$ cat src/core/standby_pkg.sv
// package: constants, types and register map for the standby mode controller
package standby_pkg;

	// register byte offsets on the control bus
	localparam logic [7:0] OFF_CTRL = 8'h00;
	localparam logic [7:0] OFF_STATUS = 8'h04;
	localparam logic [7:0] OFF_IRQ_STAT = 8'h08;
	localparam logic [7:0] OFF_IRQ_MASK = 8'h0C;
	localparam logic [7:0] OFF_SETTLE = 8'h10;
	localparam logic [7:0] OFF_PERIPH = 8'h14;

	// ctrl register fields
	localparam int CTRL_LSO_SW_STOP = 0;
	localparam int CTRL_LSO_RUN = 1;

	// peripheral clock select fields
	localparam int PS_TMA_PIN = 0;
	localparam int PS_TMB_PIN = 1;
	localparam int PS_ITA_FROM_TMA = 2;
	localparam int PS_ITB_SLOW = 3;
	localparam int PS_SERA_FROM_TMA = 4;
	localparam int PS_SERB_FROM_TMA = 5;
	localparam int PS_CSU_EXT = 6;
	localparam int PS_TMA_RUN = 7;

	// event bits in the interrupt status register
	localparam int EV_HALT_ENTER = 0;
	localparam int EV_STOP_ENTER = 1;
	localparam int EV_WAKE = 2;
	localparam int EV_STOP_FALLBACK = 3;
	localparam int EV_W = 4;

	// reset values
	localparam logic [31:0] CTRL_RST = 32'h0000_0002;
	localparam logic [31:0] SETTLE_RST = 32'h0000_0100;
	localparam logic [31:0] PERIPH_RST = 32'h0000_0000;

	// wake waits, counted in cpu clocks (lower figure of each pair)
	localparam int WAIT_VECT_CLK = 11;
	localparam int WAIT_NEXT_CLK = 4;
	localparam logic [15:0] WAIT_VECT = 16'(WAIT_VECT_CLK);
	localparam logic [15:0] WAIT_NEXT = 16'(WAIT_NEXT_CLK);

	// axi responses
	localparam logic [1:0] RESP_OKAY = 2'h0;
	localparam logic [1:0] RESP_SLVERR = 2'h2;

	typedef enum {
		ST_RUN,
		ST_HALT,
		ST_STOP,
		ST_SETTLE,
		ST_WAKE_WAIT
	} standby_state_e;

	// clock and peripheral gates toward the chip
	typedef struct packed {
		logic cpu_clk_en;
		logic fast_internal_clock_en;
		logic crystal_clock_en;
		logic ext_main_clk_accept;
		logic slow_internal_clock_en;
		logic flash_en;
		logic wdt_clk_en;
		logic timer16_en;
		logic adc_en;
		logic two_wire_serial_unit_en;
		logic timer_a_en;
		logic timer_b_en;
		logic interval_timer_a_en;
		logic interval_timer_b_en;
		logic async_serial_a_en;
		logic async_serial_b_en;
		logic clocked_serial_unit_en;
		logic por_lvd_extint_en;
	} gate_s;

	// per-request interrupt flags from the interrupt controller
	typedef struct packed {
		logic pending;
		logic irq_mask_flag;
		logic irq_priority_flag;
	} irq_req_s;

endpackage

$ cat src/core/standby_mode_controller.sv
// standby mode controller: halt and stop entry, release, clock and peripheral gating
//
// Overview of operation
// - halt ends on any unmasked pending request
// - wake goes vectored if accepted, else next
// - wait 11 clocks vectored, 4 clocks next
// - reset during halt ends halt, restarts
// - mask held; priority needs accept and in-service
// - stop instruction enters stop mode
// - stop accepted from any cpu clock source
// - pending unmasked request turns stop into settle, then wake wait
// - stop gates cpu, fast, crystal, external clocks
// - slow oscillator kept, cpu flash halted
// - stop halts 16-bit timer, adc, two-wire
// - timer a runs on its pin only
// - timer b runs on its pin only
// - interval timer a runs from running timer a
// - interval timer b runs on slow clock
// - watchdog runs unless slow oscillator software-stoppable
// - async serial units run from running timer a
// - clocked serial unit runs on external clock
`timescale 1ns/10ps
module standby_mode_controller #(
	parameter int N_IRQ = 8
) (
	// clock and reset
	input wire logic clk_sys_i,
	input wire logic reset_i,
	// cpu core
	input wire logic halt_instr_i,
	input wire logic stop_instr_i,
	input wire logic global_irq_accept_i,
	input wire logic in_service_priority_flag_i,
	output logic cpu_resume_o,
	output logic cpu_vector_o,
	// interrupt controller
	input wire standby_pkg::irq_req_s [N_IRQ-1:0] irq_req_i,
	// clock and peripheral gates
	output standby_pkg::gate_s gate_o,
	output logic [2:0] mode_o,
	output logic irq_o,
	// axi4-lite slave
	input wire logic [7:0] s_axi_awaddr,
	input wire logic s_axi_awvalid,
	output logic s_axi_awready,
	input wire logic [31:0] s_axi_wdata,
	input wire logic [3:0] s_axi_wstrb,
	input wire logic s_axi_wvalid,
	output logic s_axi_wready,
	output logic [1:0] s_axi_bresp,
	output logic s_axi_bvalid,
	input wire logic s_axi_bready,
	input wire logic [7:0] s_axi_araddr,
	input wire logic s_axi_arvalid,
	output logic s_axi_arready,
	output logic [31:0] s_axi_rdata,
	output logic [1:0] s_axi_rresp,
	output logic s_axi_rvalid,
	input wire logic s_axi_rready
);
	import standby_pkg::*;

	standby_state_e state_r;
	standby_state_e state_nxt;
	logic [15:0] cnt_r;
	logic vect_r;
	logic [31:0] ctrl_r;
	logic [31:0] settle_r;
	logic [31:0] periph_r;
	logic [EV_W-1:0] ev_stat_r;
	logic [EV_W-1:0] ev_mask_r;
	logic [EV_W-1:0] ev_set;
	logic wake_req;
	logic wake_vect;
	logic [7:0] aw_addr_r;
	logic aw_have_r;
	logic [31:0] w_data_r;
	logic [3:0] w_strb_r;
	logic w_have_r;
	logic wr_go;

	// merge byte lanes of a write into an old word
	function automatic logic [31:0] merge_bytes(input logic [31:0] old, input logic [31:0] d,
		input logic [3:0] strb);
		logic [31:0] res;
		res = old;
		for (int i = 0; i < 4; i++) begin
			if (strb[i]) begin
				res[i*8 +: 8] = d[i*8 +: 8];
			end
		end
		return res;
	endfunction

	// wake decision over all requests; a masked one never wakes
	always_comb begin
		wake_req = 1'b0;
		wake_vect = 1'b0;
		for (int i = 0; i < N_IRQ; i++) begin
			if (irq_req_i[i].pending && !irq_req_i[i].irq_mask_flag) begin
				wake_req = 1'b1;
				if (!irq_req_i[i].irq_priority_flag) begin
					if (global_irq_accept_i) begin
						wake_vect = 1'b1;
					end
				end else if (global_irq_accept_i && in_service_priority_flag_i) begin
					wake_vect = 1'b1;
				end
			end
		end
	end

	// next state of the standby sequencer
	always_comb begin
		state_nxt = state_r;
		case (state_r)
			ST_RUN: begin
				if (stop_instr_i) begin
					// no clock-source check: stop is taken from any cpu clock
					state_nxt = wake_req ? ST_SETTLE : ST_STOP;
				end else if (halt_instr_i) begin
					state_nxt = ST_HALT;
				end
			end
			ST_HALT: begin
				if (wake_req) begin
					state_nxt = ST_WAKE_WAIT;
				end
			end
			ST_STOP: begin
				if (wake_req) begin
					state_nxt = ST_SETTLE;
				end
			end
			ST_SETTLE: begin
				if (cnt_r == 16'h0000) begin
					state_nxt = ST_WAKE_WAIT;
				end
			end
			ST_WAKE_WAIT: begin
				if (cnt_r == 16'h0000) begin
					state_nxt = ST_RUN;
				end
			end
			default: begin
				state_nxt = ST_RUN;
			end
		endcase
	end

	// state register; reset always lands in run, from halt or stop alike
	always_ff @(posedge clk_sys_i) begin
		if (reset_i) begin
			state_r <= ST_RUN;
		end else begin
			state_r <= state_nxt;
		end
	end

	// wait counter and vector decision latched at wake
	always_ff @(posedge clk_sys_i) begin
		if (reset_i) begin
			cnt_r <= 16'h0000;
			vect_r <= 1'b0;
		end else if (state_r != ST_SETTLE && state_nxt == ST_SETTLE) begin
			cnt_r <= settle_r[15:0];
		end else if (state_r != ST_WAKE_WAIT && state_nxt == ST_WAKE_WAIT) begin
			vect_r <= wake_vect;
			// count of n is loaded as n-1, reaches zero after n-1 cycles, then one more to resume
			cnt_r <= wake_vect ? WAIT_VECT - 16'h0001 : WAIT_NEXT - 16'h0001;
		end else if (cnt_r != 16'h0000) begin
			cnt_r <= cnt_r - 16'h0001;
		end
	end

	// resume pulse toward the cpu, vector flag held beside it
	always_ff @(posedge clk_sys_i) begin
		if (reset_i) begin
			cpu_resume_o <= 1'b0;
			cpu_vector_o <= 1'b0;
		end else begin
			cpu_resume_o <= (state_r == ST_WAKE_WAIT) && (cnt_r == 16'h0000);
			cpu_vector_o <= vect_r;
		end
	end

	// clock and peripheral gating from mode and selects
	always_ff @(posedge clk_sys_i) begin
		logic stp;
		logic tma_run;
		stp = (state_nxt == ST_STOP);
		tma_run = !stp || periph_r[PS_TMA_PIN];
		if (reset_i) begin
			gate_o <= '0;
			mode_o <= 3'h0;
		end else begin
			mode_o <= {state_nxt == ST_WAKE_WAIT || state_nxt == ST_SETTLE, stp,
				state_nxt == ST_HALT};
			gate_o.cpu_clk_en <= (state_nxt == ST_RUN);
			gate_o.fast_internal_clock_en <= !stp;
			gate_o.crystal_clock_en <= !stp;
			gate_o.ext_main_clk_accept <= !stp;
			gate_o.slow_internal_clock_en <= ctrl_r[CTRL_LSO_RUN];
			gate_o.flash_en <= (state_nxt == ST_RUN);
			// the watchdog loses its clock only while the slow oscillator may be stopped
			gate_o.wdt_clk_en <= !(stp && ctrl_r[CTRL_LSO_SW_STOP]);
			gate_o.timer16_en <= !stp;
			gate_o.adc_en <= !stp;
			gate_o.two_wire_serial_unit_en <= !stp;
			gate_o.timer_a_en <= tma_run;
			gate_o.timer_b_en <= !stp || periph_r[PS_TMB_PIN];
			gate_o.interval_timer_a_en <= !stp || (periph_r[PS_ITA_FROM_TMA] && tma_run
				&& periph_r[PS_TMA_RUN]);
			gate_o.interval_timer_b_en <= !stp || periph_r[PS_ITB_SLOW];
			gate_o.async_serial_a_en <= !stp || (periph_r[PS_SERA_FROM_TMA] && tma_run
				&& periph_r[PS_TMA_RUN]);
			gate_o.async_serial_b_en <= !stp || (periph_r[PS_SERB_FROM_TMA] && tma_run
				&& periph_r[PS_TMA_RUN]);
			gate_o.clocked_serial_unit_en <= !stp || periph_r[PS_CSU_EXT];
			gate_o.por_lvd_extint_en <= 1'b1;
		end
	end

	// event sources for the sticky status bits
	always_comb begin
		ev_set = '0;
		ev_set[EV_HALT_ENTER] = (state_r == ST_RUN) && (state_nxt == ST_HALT);
		ev_set[EV_STOP_ENTER] = (state_r == ST_RUN) && (state_nxt == ST_STOP);
		ev_set[EV_WAKE] = (state_r == ST_WAKE_WAIT) && (state_nxt == ST_RUN);
		ev_set[EV_STOP_FALLBACK] = (state_r == ST_RUN) && stop_instr_i && wake_req;
	end

	// axi write: address and data taken in either order, one at a time
	assign s_axi_awready = !aw_have_r && !s_axi_bvalid;
	assign s_axi_wready = !w_have_r && !s_axi_bvalid;
	assign wr_go = aw_have_r && w_have_r && !s_axi_bvalid;

	always_ff @(posedge clk_sys_i) begin
		if (reset_i) begin
			aw_have_r <= 1'b0;
			w_have_r <= 1'b0;
			aw_addr_r <= 8'h00;
			w_data_r <= 32'h0000_0000;
			w_strb_r <= 4'h0;
			s_axi_bvalid <= 1'b0;
			s_axi_bresp <= RESP_OKAY;
		end else begin
			if (s_axi_awvalid && s_axi_awready) begin
				aw_have_r <= 1'b1;
				aw_addr_r <= s_axi_awaddr;
			end
			if (s_axi_wvalid && s_axi_wready) begin
				w_have_r <= 1'b1;
				w_data_r <= s_axi_wdata;
				w_strb_r <= s_axi_wstrb;
			end
			if (wr_go) begin
				aw_have_r <= 1'b0;
				w_have_r <= 1'b0;
				s_axi_bvalid <= 1'b1;
				case (aw_addr_r)
					OFF_CTRL, OFF_IRQ_STAT, OFF_IRQ_MASK, OFF_SETTLE, OFF_PERIPH: begin
						s_axi_bresp <= RESP_OKAY;
					end
					default: begin
						s_axi_bresp <= RESP_SLVERR;
					end
				endcase
			end else if (s_axi_bready) begin
				s_axi_bvalid <= 1'b0;
			end
		end
	end

	// software registers
	always_ff @(posedge clk_sys_i) begin
		if (reset_i) begin
			ctrl_r <= CTRL_RST;
			settle_r <= SETTLE_RST;
			periph_r <= PERIPH_RST;
			ev_mask_r <= '0;
		end else if (wr_go) begin
			case (aw_addr_r)
				OFF_CTRL: ctrl_r <= merge_bytes(ctrl_r, w_data_r, w_strb_r) & 32'h0000_0003;
				OFF_SETTLE: settle_r <= merge_bytes(settle_r, w_data_r, w_strb_r)
					& 32'h0000_FFFF;
				OFF_PERIPH: periph_r <= merge_bytes(periph_r, w_data_r, w_strb_r)
					& 32'h0000_00FF;
				OFF_IRQ_MASK: ev_mask_r <= w_data_r[EV_W-1:0] & {EV_W{w_strb_r[0]}};
				default: begin
				end
			endcase
		end
	end

	// sticky status, write one to clear; a new event wins over the clear
	always_ff @(posedge clk_sys_i) begin
		if (reset_i) begin
			ev_stat_r <= '0;
		end else if (wr_go && aw_addr_r == OFF_IRQ_STAT && w_strb_r[0]) begin
			ev_stat_r <= (ev_stat_r & ~w_data_r[EV_W-1:0]) | ev_set;
		end else begin
			ev_stat_r <= ev_stat_r | ev_set;
		end
	end

	assign irq_o = |(ev_stat_r & ev_mask_r);

	// axi read: one beat, answered the cycle after the address is taken
	assign s_axi_arready = !s_axi_rvalid;

	always_ff @(posedge clk_sys_i) begin
		if (reset_i) begin
			s_axi_rvalid <= 1'b0;
			s_axi_rdata <= 32'h0000_0000;
			s_axi_rresp <= RESP_OKAY;
		end else if (s_axi_arvalid && s_axi_arready) begin
			s_axi_rvalid <= 1'b1;
			s_axi_rresp <= RESP_OKAY;
			case (s_axi_araddr)
				OFF_CTRL: s_axi_rdata <= ctrl_r;
				OFF_STATUS: s_axi_rdata <= {26'h0, vect_r, cnt_r == 16'h0000, 1'b0, mode_o};
				OFF_IRQ_STAT: s_axi_rdata <= {28'h0, ev_stat_r};
				OFF_IRQ_MASK: s_axi_rdata <= {28'h0, ev_mask_r};
				OFF_SETTLE: s_axi_rdata <= settle_r;
				OFF_PERIPH: s_axi_rdata <= periph_r;
				default: begin
					s_axi_rdata <= 32'h0000_0000;
					s_axi_rresp <= RESP_SLVERR;
				end
			endcase
		end else if (s_axi_rready) begin
			s_axi_rvalid <= 1'b0;
		end
	end

endmodule

$ cat config.mk
export PLATFORM = sky130hd
export DESIGN_NAME = standby_mode_controller
export DESIGN_NICKNAME = d
export VERILOG_FILES = /design/src/core/standby_pkg.sv /design/src/core/standby_mode_controller.sv
export SDC_FILE = /design/constraint.sdc
export NUM_CORES = 1
export LEC_CHECK = 0
export ABC_AREA = 1
export ABC_CLOCK_PERIOD_IN_PS = 3150
export BUFFER_PORTS_ARGS = -buffer_cell sky130_fd_sc_hd__buf_2
export CAP_MARGIN = 20
export CORE_ASPECT_RATIO = 1.75
export CORE_MARGIN = 5
export CORE_UTILIZATION = 40
export DETAILED_ROUTE_END_ITERATION = 12
export HOLD_SLACK_MARGIN = 0.05
export SYNTH_ARGS = -nofsm -noshare
export SYNTH_HDL_FRONTEND = slang
export SYNTH_SLANG_ARGS = --single-unit
$ cat constraint.sdc
create_clock -name clk_sys_i -period 3.15 [get_ports clk_sys_i]
set_clock_uncertainty 0.2 [all_clocks]
set_input_delay 0.63 -clock clk_sys_i [delete_from_list [all_inputs] [get_ports clk_sys_i]]
set_output_delay 0.63 -clock clk_sys_i [all_outputs]
set_load 0.005 [all_outputs]
* Yosys cells after proc, flatten, opt, wreduce, memory -nomap -nowiden
Index checks and enable logic that the tools add are counted.
Cells by class: bitwise operators 7, eq/ne operators 20, muxes and demuxes 61, reduce and logical (&&, ||, !) cells 75, $add $sub $neg 1
Operator list (count):
- 2-to-1 mux 32 bit | 6
- one-hot mux 32 bit (5 select lines) | 1
- == test 32 x 2 -> 1 bit (second input constant) | 3
- == test 32 x 3 -> 1 bit (second input constant) | 3
- logical NOT 32 bit | 3
- one-hot mux 16 bit (6 select lines) | 1
- == test 32 x 4 -> 1 bit (second input constant) | 2
- 2-to-1 mux 16 bit | 3
- 2-to-1 mux 1 bit | 46
- logical AND 1 bit | 33
- == test 32 x 1 -> 1 bit (second input constant) | 1
- == test 8 x 4 -> 1 bit (second input constant) | 4
- == test 8 x 5 -> 1 bit (second input constant) | 4
- != test 32 x 3 -> 1 bit (second input constant) | 1
- != test 32 x 4 -> 1 bit (second input constant) | 1
- logical NOT 16 bit | 1
- logical NOT 8 bit | 2
- nonzero test 16 bit | 1
- subtractor 16 x 1 -> 16 bit (second input constant) | 1
- logical NOT 1 bit | 14
- AND 4 bit | 3
- AND reduction 3 bit | 4
- == test 8 x 3 -> 1 bit (second input constant) | 1
- logical OR 1 bit | 8
- other kinds (12) | 17
Storage, ports and cells: register bits 166

* Depth between registers and ports, before layout
depth in word-level cells 28, gate-level depth with buffers 17, mapped depth without buffers 16

* Worst setup path before layout
Ideal clock, no wire load.
kind input -> register, start input irq_req_i[1] (netlist name), end register cnt_r[5], path buffers 2, library setup time 66 ps, required time 2884 ps, slack 995 ps, arrival time 1889 ps, cell stages on the path 14, cells stage by stage inv_1 -> nand2_1 -> nand2_1 -> nor2_2 -> nand3_2 -> clkinv_1 -> nor2_2 -> nor2_2 -> nand3_4 -> nand3_4 -> buf_8 -> buf_8 -> o211ai_2 -> a21oi_2
Between the ends: word-level cells in the longest chain between the ends 17, elaborated cells on any way between the ends 22, classes of those cells eq/ne: 2; mux: 15; reduce/logical: 5
Ends and longest elaborated chain:
- start: declaration | RTL line standby_mode_controller.sv:37 | input wire standby_pkg::irq_req_s [N_IRQ-1:0] irq_req_i,
- logical NOT 1 bit * | RTL line standby_mode_controller.sv:100 | if (irq_req_i[i].pending && !irq_req_i[i].irq_mask_flag) begin
- logical AND 1 bit * | RTL line standby_mode_controller.sv:100
- 2-to-1 mux 1 bit * (8 in series) | RTL line standby_mode_controller.sv:100
- 2-to-1 mux 1 bit | RTL line standby_mode_controller.sv:120 | state_nxt = wake_req ? ST_SETTLE : ST_STOP;
- 2-to-1 mux 32 bit | RTL line standby_mode_controller.sv:118 | if (stop_instr_i) begin
- one-hot mux 32 bit (5 select lines) * | RTL line standby_mode_controller.sv:116 | case (state_r)
- == test 32 x 4 -> 1 bit | RTL line standby_mode_controller.sv:167 | end else if (state_r != ST_WAKE_WAIT && state_nxt == ST_WAKE_WAIT) begin
- logical AND 1 bit | RTL line standby_mode_controller.sv:167
- 2-to-1 mux 16 bit | RTL line standby_mode_controller.sv:167
- 2-to-1 mux 16 bit | RTL line standby_mode_controller.sv:165 | end else if (state_r != ST_SETTLE && state_nxt == ST_SETTLE) begin
- end signal: assignment | RTL line standby_mode_controller.sv:166 | cnt_r <= settle_r[15:0];
- end signal: assignment | RTL line standby_mode_controller.sv:170 | cnt_r <= wake_vect ? WAIT_VECT - 16'h0001 : WAIT_NEXT - 16'h0001;
- end signal: assignment | RTL line standby_mode_controller.sv:172 | cnt_r <= cnt_r - 16'h0001;
- end: declaration | RTL line standby_mode_controller.sv:65 | logic [15:0] cnt_r;
Mark *: on every way between the ends. The rest lies on a longest branch, timed or not. A chain may end at the register's enable or synchronous reset.

* Worst setup path in the final report
start register cnt_r[0], end register cnt_r[0]
Between the ends: word-level cells in the longest chain between the ends 7, elaborated cells on any way between the ends 14, classes of those cells add/sub: 1; eq/ne: 2; mux: 6; reduce/logical: 5
Ends and longest elaborated chain (RTL line):
- logical NOT 16 bit | standby_mode_controller.sv:136, standby_mode_controller.sv:141
- 2-to-1 mux 32 bit, on equally long branches | standby_mode_controller.sv:141, standby_mode_controller.sv:136
- one-hot mux 32 bit (5 select lines) | standby_mode_controller.sv:116
- == test 32 x 4 -> 1 bit | standby_mode_controller.sv:167
- logical AND 1 bit | standby_mode_controller.sv:167
- 2-to-1 mux 16 bit | standby_mode_controller.sv:167
- 2-to-1 mux 16 bit | standby_mode_controller.sv:165
Parallel ways exist; a longest one is shown, timed or not. The select of a mux whose other input is x is not followed.

==> out/qor.json <==
{
  "synth_simple_gate_area_share_pct": 24.79,
  "worst_setup_path_end_kind": "register",
  "yosys-top-cells-area": "sky130_fd_sc_hd__dfxtp_1, sky130_fd_sc_hd__nand2_1, sky130_fd_sc_hd__inv_1, sky130_fd_sc_hd__a21oi_1, sky130_fd_sc_hd__nor2_1",
  "number_of_antenna_violations_at_the_first_check_in_global_routing": 0,
  "cap_viol_max_count": 0,
  "path_cells": "inv_1 > ha_1 > nand3_1 > nor4_2 > nand2_1 > nor2_2 > nand3_2 > nand2_1 > buf_4 > nand2_1 > nand2_1 > inv_1",
  "critPathMaxFanout": 11,
  "finalMaxSlewViolations": 0,
  "cts_resized": 0,
  "proportion_of_synthesized_area_in_mux_cells_pct": 0,
  "yosys_warnings": 0,
  "synth_top_family_by_area": "simple AND/OR/NAND/NOR gates",
  "synth.largest_area_cell": "sky130_fd_sc_hd__dfxtp_1",
  "postCtsSetupBuffers": 0,
  "synth_edf_count": 0,
  "insertion_delay_ps": 410,
  "cts_root_buffer": "sky130_fd_sc_hd__clkbuf_16",
  "peakVddDrop_mv": 0.3790,
  "timing.critical_path.mode_cell": "sky130_fd_sc_hd__nand2_1",
  "post_drt_via_cell_ratio": 4.627,
  "ff2ff_path_depth": 12,
  "path_delay_family": "simple AND/OR/NAND/NOR gates",
  "cts_htree_levels": 4,
  "netlist_area_mm2": 0.006441,
  "clock_sink_count": 148,
  "static-leakage-power_nw": 3.591,
  "yosys.cell_count.top_type": "sky130_fd_sc_hd__nand2_1",
  "synth_compound_gate_area_share_pct": 15.13,
  "fp-row-count": 61,
  "post_synth_fa_ha_maj_area_fraction_pct": 0.1943,
  "grt_first_pass_wirelength_um": 24630,
  "post_route_cells_drive_above_1_share_pct": 21.26,
  "initial_utilization_pct": 40.57,
  "finish.utilization_pct": 49.27,
  "grt_start_max_net_pins": 50,
  "critical_path.n_buffers_inverters": 3,
  "cts.path.max_buffers": 2,
  "number_of_global_route_vias_before_repair": 5236,
  "total_number_of_cells_along_the_worst_setup_path": 12,
  "period_share_pct": 78.53,
  "synth-seq-cells": 148,
  "post_drt_wl_per_cell_um": 12.86,
  "die-area_mm2": 0.01884,
  "num_io_pins": 152,
  "post_synth_xor_area_fraction_pct": 1.768,
  "post_synth_most_frequent_cells": "sky130_fd_sc_hd__nand2_1, sky130_fd_sc_hd__dfxtp_1, sky130_fd_sc_hd__inv_1, sky130_fd_sc_hd__nor2_1, sky130_fd_sc_hd__a21oi_1",
  "req_time_crit_path_ps": 3260,
  "netlist_instances": 847,
  "globalplace.congestion": 0.8691,
  "finalHoldViolCount": 0,
  "cp_slowest_cell": "sky130_fd_sc_hd__dfxtp_1",
  "setup.reg_to_reg.worst_slack_ps": 680,
  "post_syn_area_per_cell_um2": 7.605,
  "synth_seq_area_share_pct": 46.00,
  "ys_types": 43,
  "first_pass_iters": 6,
  "track_usage_pct": 16.46,
  "buffer_ports.inserted": 115,
  "cts.reportedPaths.clkPinSlew_ps": 60,
  "vias": 5488,
  "tritoncts": "done",
  "synth_top_area_share_pct": 46.00,
  "core_region_area_mm2": 0.01588,
  "dpl.hpwl_um": 11690,
  "number_of_buffers_inserted_by_hold_repair_at_cts": 0,
  "finalWorstPathRequiredPeriod_ps": 2474,
  "drt_total_wl_um": 15250,
  "grt_remaining_overflow": 0,
  "timing.hold.worst.class": "reg2reg",
  "unrepaired_setup_endpoints_after_global_routing": "no",
  "fin_nets": 1072,
  "drc_violations": 0,
  "drtIter0Drc": 154,
  "cts_made_buffers": 17,
  "antenna-diode-count": 0,
  "setup.worst_path.start": "cnt_r[0]",
  "floorplan.die.height_um": 177.9,
  "final.setup.tns_ps": 0,
  "areaGrowthSynthToFinish_pct": 21.45,
  "die_width_um": 105.9,
  "yosys_most_used_dff": "sky130_fd_sc_hd__dfxtp_1",
  "async_flop_share_pct": 0,
  "rr_endpoint": "cnt_r[0]",
  "arrival_ps": 2590,
  "fillCellCount": 1655,
  "run_status": "finished, final reports clean",
  "ant_nets": 0,
  "max_slew.worst_pin.slew_ps": 687.8,
  "setup_viol": 0,
  "fmax_ghz": 0.4043,
  "timing.rr.start": "cnt_r[0]",
  "worstSetupEndpoint": "cnt_r[0]",
  "relSlewSlack_pct": 54.10,
  "worstSetupStartpointType": "register",
  "pwr_density_cell_mw_per_mm2": 675.8,
  "critical-path-max-stage-delay_ps": 320,
  "kind_of_critical_path": "reg2reg"
}
final cells by class:
| cell class | count | area [µm²] | share of cell area (%) |
|---|---|---|---|
| clock buffers | 20 | 456.7 | 5.838 |
| inverters | 114 | 427.9 | 5.470 |
| flip-flops and latches | 148 | 2963 | 37.88 |
| well taps | 189 | 236.5 | 3.023 |
| repair buffers | 125 | 663.1 | 8.477 |
| clock inverters | 12 | 201.4 | 2.575 |
| multi-input cells | 578 | 2874 | 36.74 |
per-stage QoR:
step	power, mW	instance area, µm²	std cells	hold WS, ps	worst slack (ps)
3_5_place_dp	3.112	7164	1154	244.2	519.1
2_1_floorplan	2.893	6614	893	222.1	995.0
6_report	5.287	7823	1186	250.5	676.3
3_3_place_gp	3.101	7164	1154	238.7	564.2
5_1_grt	5.557	7823	1186	272.9	458.3
4_1_cts	5.334	7823	1186	249.4	649.2
cell usage in the layout, fill, tap and decap left out, types with 2 or more instances in the layout:
cell type,synthesis,final
sky130_fd_sc_hd__o211ai_1,5,5
sky130_fd_sc_hd__a211oi_1,8,8
sky130_fd_sc_hd__nor3_1,9,9
sky130_fd_sc_hd__nand3_4,3,3
sky130_fd_sc_hd__nand4_1,14,14
sky130_fd_sc_hd__o22ai_1,2,2
sky130_fd_sc_hd__nand2_1,158,158
sky130_fd_sc_hd__clkbuf_8,0,2
sky130_fd_sc_hd__xnor2_1,3,3
sky130_fd_sc_hd__dfxtp_1,148,148
sky130_fd_sc_hd__nor2_1,93,93
sky130_fd_sc_hd__buf_4,27,9
sky130_fd_sc_hd__clkbuf_16,0,17
sky130_fd_sc_hd__o21ai_0,68,68
sky130_fd_sc_hd__nor3_4,2,2
sky130_fd_sc_hd__clkinvlp_4,0,2
sky130_fd_sc_hd__clkinv_1,2,2
sky130_fd_sc_hd__nor2_4,2,2
sky130_fd_sc_hd__nor4_1,2,2
sky130_fd_sc_hd__a21oi_2,10,10
sky130_fd_sc_hd__clkinv_2,0,2
sky130_fd_sc_hd__buf_2,3,115
sky130_fd_sc_hd__nand2_2,5,5
sky130_fd_sc_hd__o21ai_1,3,3
sky130_fd_sc_hd__inv_2,7,7
sky130_fd_sc_hd__nor2_2,10,10
sky130_fd_sc_hd__a21oi_1,73,73
sky130_fd_sc_hd__nand3_1,26,26
sky130_fd_sc_hd__inv_1,105,105
sky130_fd_sc_hd__a32o_1,2,2
sky130_fd_sc_hd__clkinv_4,0,2
sky130_fd_sc_hd__nand3_2,13,13
sky130_fd_sc_hd__xor2_1,10,10
sky130_fd_sc_hd__bufinv_16,0,5
sky130_fd_sc_hd__conb_1,1,47
registers in the layout, indices dropped and copies added (netlist names), 8 cells and up:
register     cells
aw_addr_r        8
cnt_r           16
gate_o          12
periph_r         8
s_axi_rdata     16
settle_r        16
state_r         32
w_data_r        16
kinds of logic (layout without fill, tap and decap cells):
| logic type | Yosys count | after routing |
|---|---|---|
| other cells | 1 | 47 |
| simple gates | 342 | 342 |
| buf+inv | 167 | 271 |
| compound gates | 175 | 175 |
| flops | 148 | 148 |
| fa+ha+maj | 1 | 1 |
| xor+xnor | 13 | 13 |
report_power, final:
part           internal, mW  switching (mW)  total (mW)
logic                 0.406           0.573       0.979
registers              2.01          0.0804        2.09
clock network          1.45           0.769        2.22
total                  3.86            1.42        5.29
routing by layer:
metal	global-route usage, %	routed length (µm)	up-vias
li1	-	-	2920
met1	17.66	6169	2413
met2	30.83	7948	132
met3	3.750	761	23
met4	6.537	372	0
met5	0	0	-
worst reg2reg max path: stages, from the launching register on:
cell and delay [ps]:
sky130_fd_sc_hd__dfxtp_1 320, sky130_fd_sc_hd__inv_1 100, sky130_fd_sc_hd__ha_1 240, sky130_fd_sc_hd__nand3_1 160, sky130_fd_sc_hd__nor4_2 310, sky130_fd_sc_hd__nand2_1 160, sky130_fd_sc_hd__nor2_2 240, sky130_fd_sc_hd__nand3_2 150
sky130_fd_sc_hd__nand2_1 80, sky130_fd_sc_hd__buf_4 240, sky130_fd_sc_hd__nand2_1 70, sky130_fd_sc_hd__nand2_1 60, sky130_fd_sc_hd__inv_1 30
worst min-delay path by stage:
stage / to / slack (ps) / cells after the start / from
after CTS: s_axi_bvalid / 250 / 4 / s_axi_bready
after floorplan: cpu_vector_o / 220 / 2 / vect_r
after global placement: w_strb_r[1] / 240 / 2 / w_strb_r[1]
after global routing: aw_addr_r[7] / 270 / 3 / s_axi_awaddr[7]
final: w_strb_r[1] / 250 / 2 / w_strb_r[1]
after detailed placement: w_strb_r[1] / 240 / 2 / w_strb_r[1]
(Power assumes the default switching activity.)
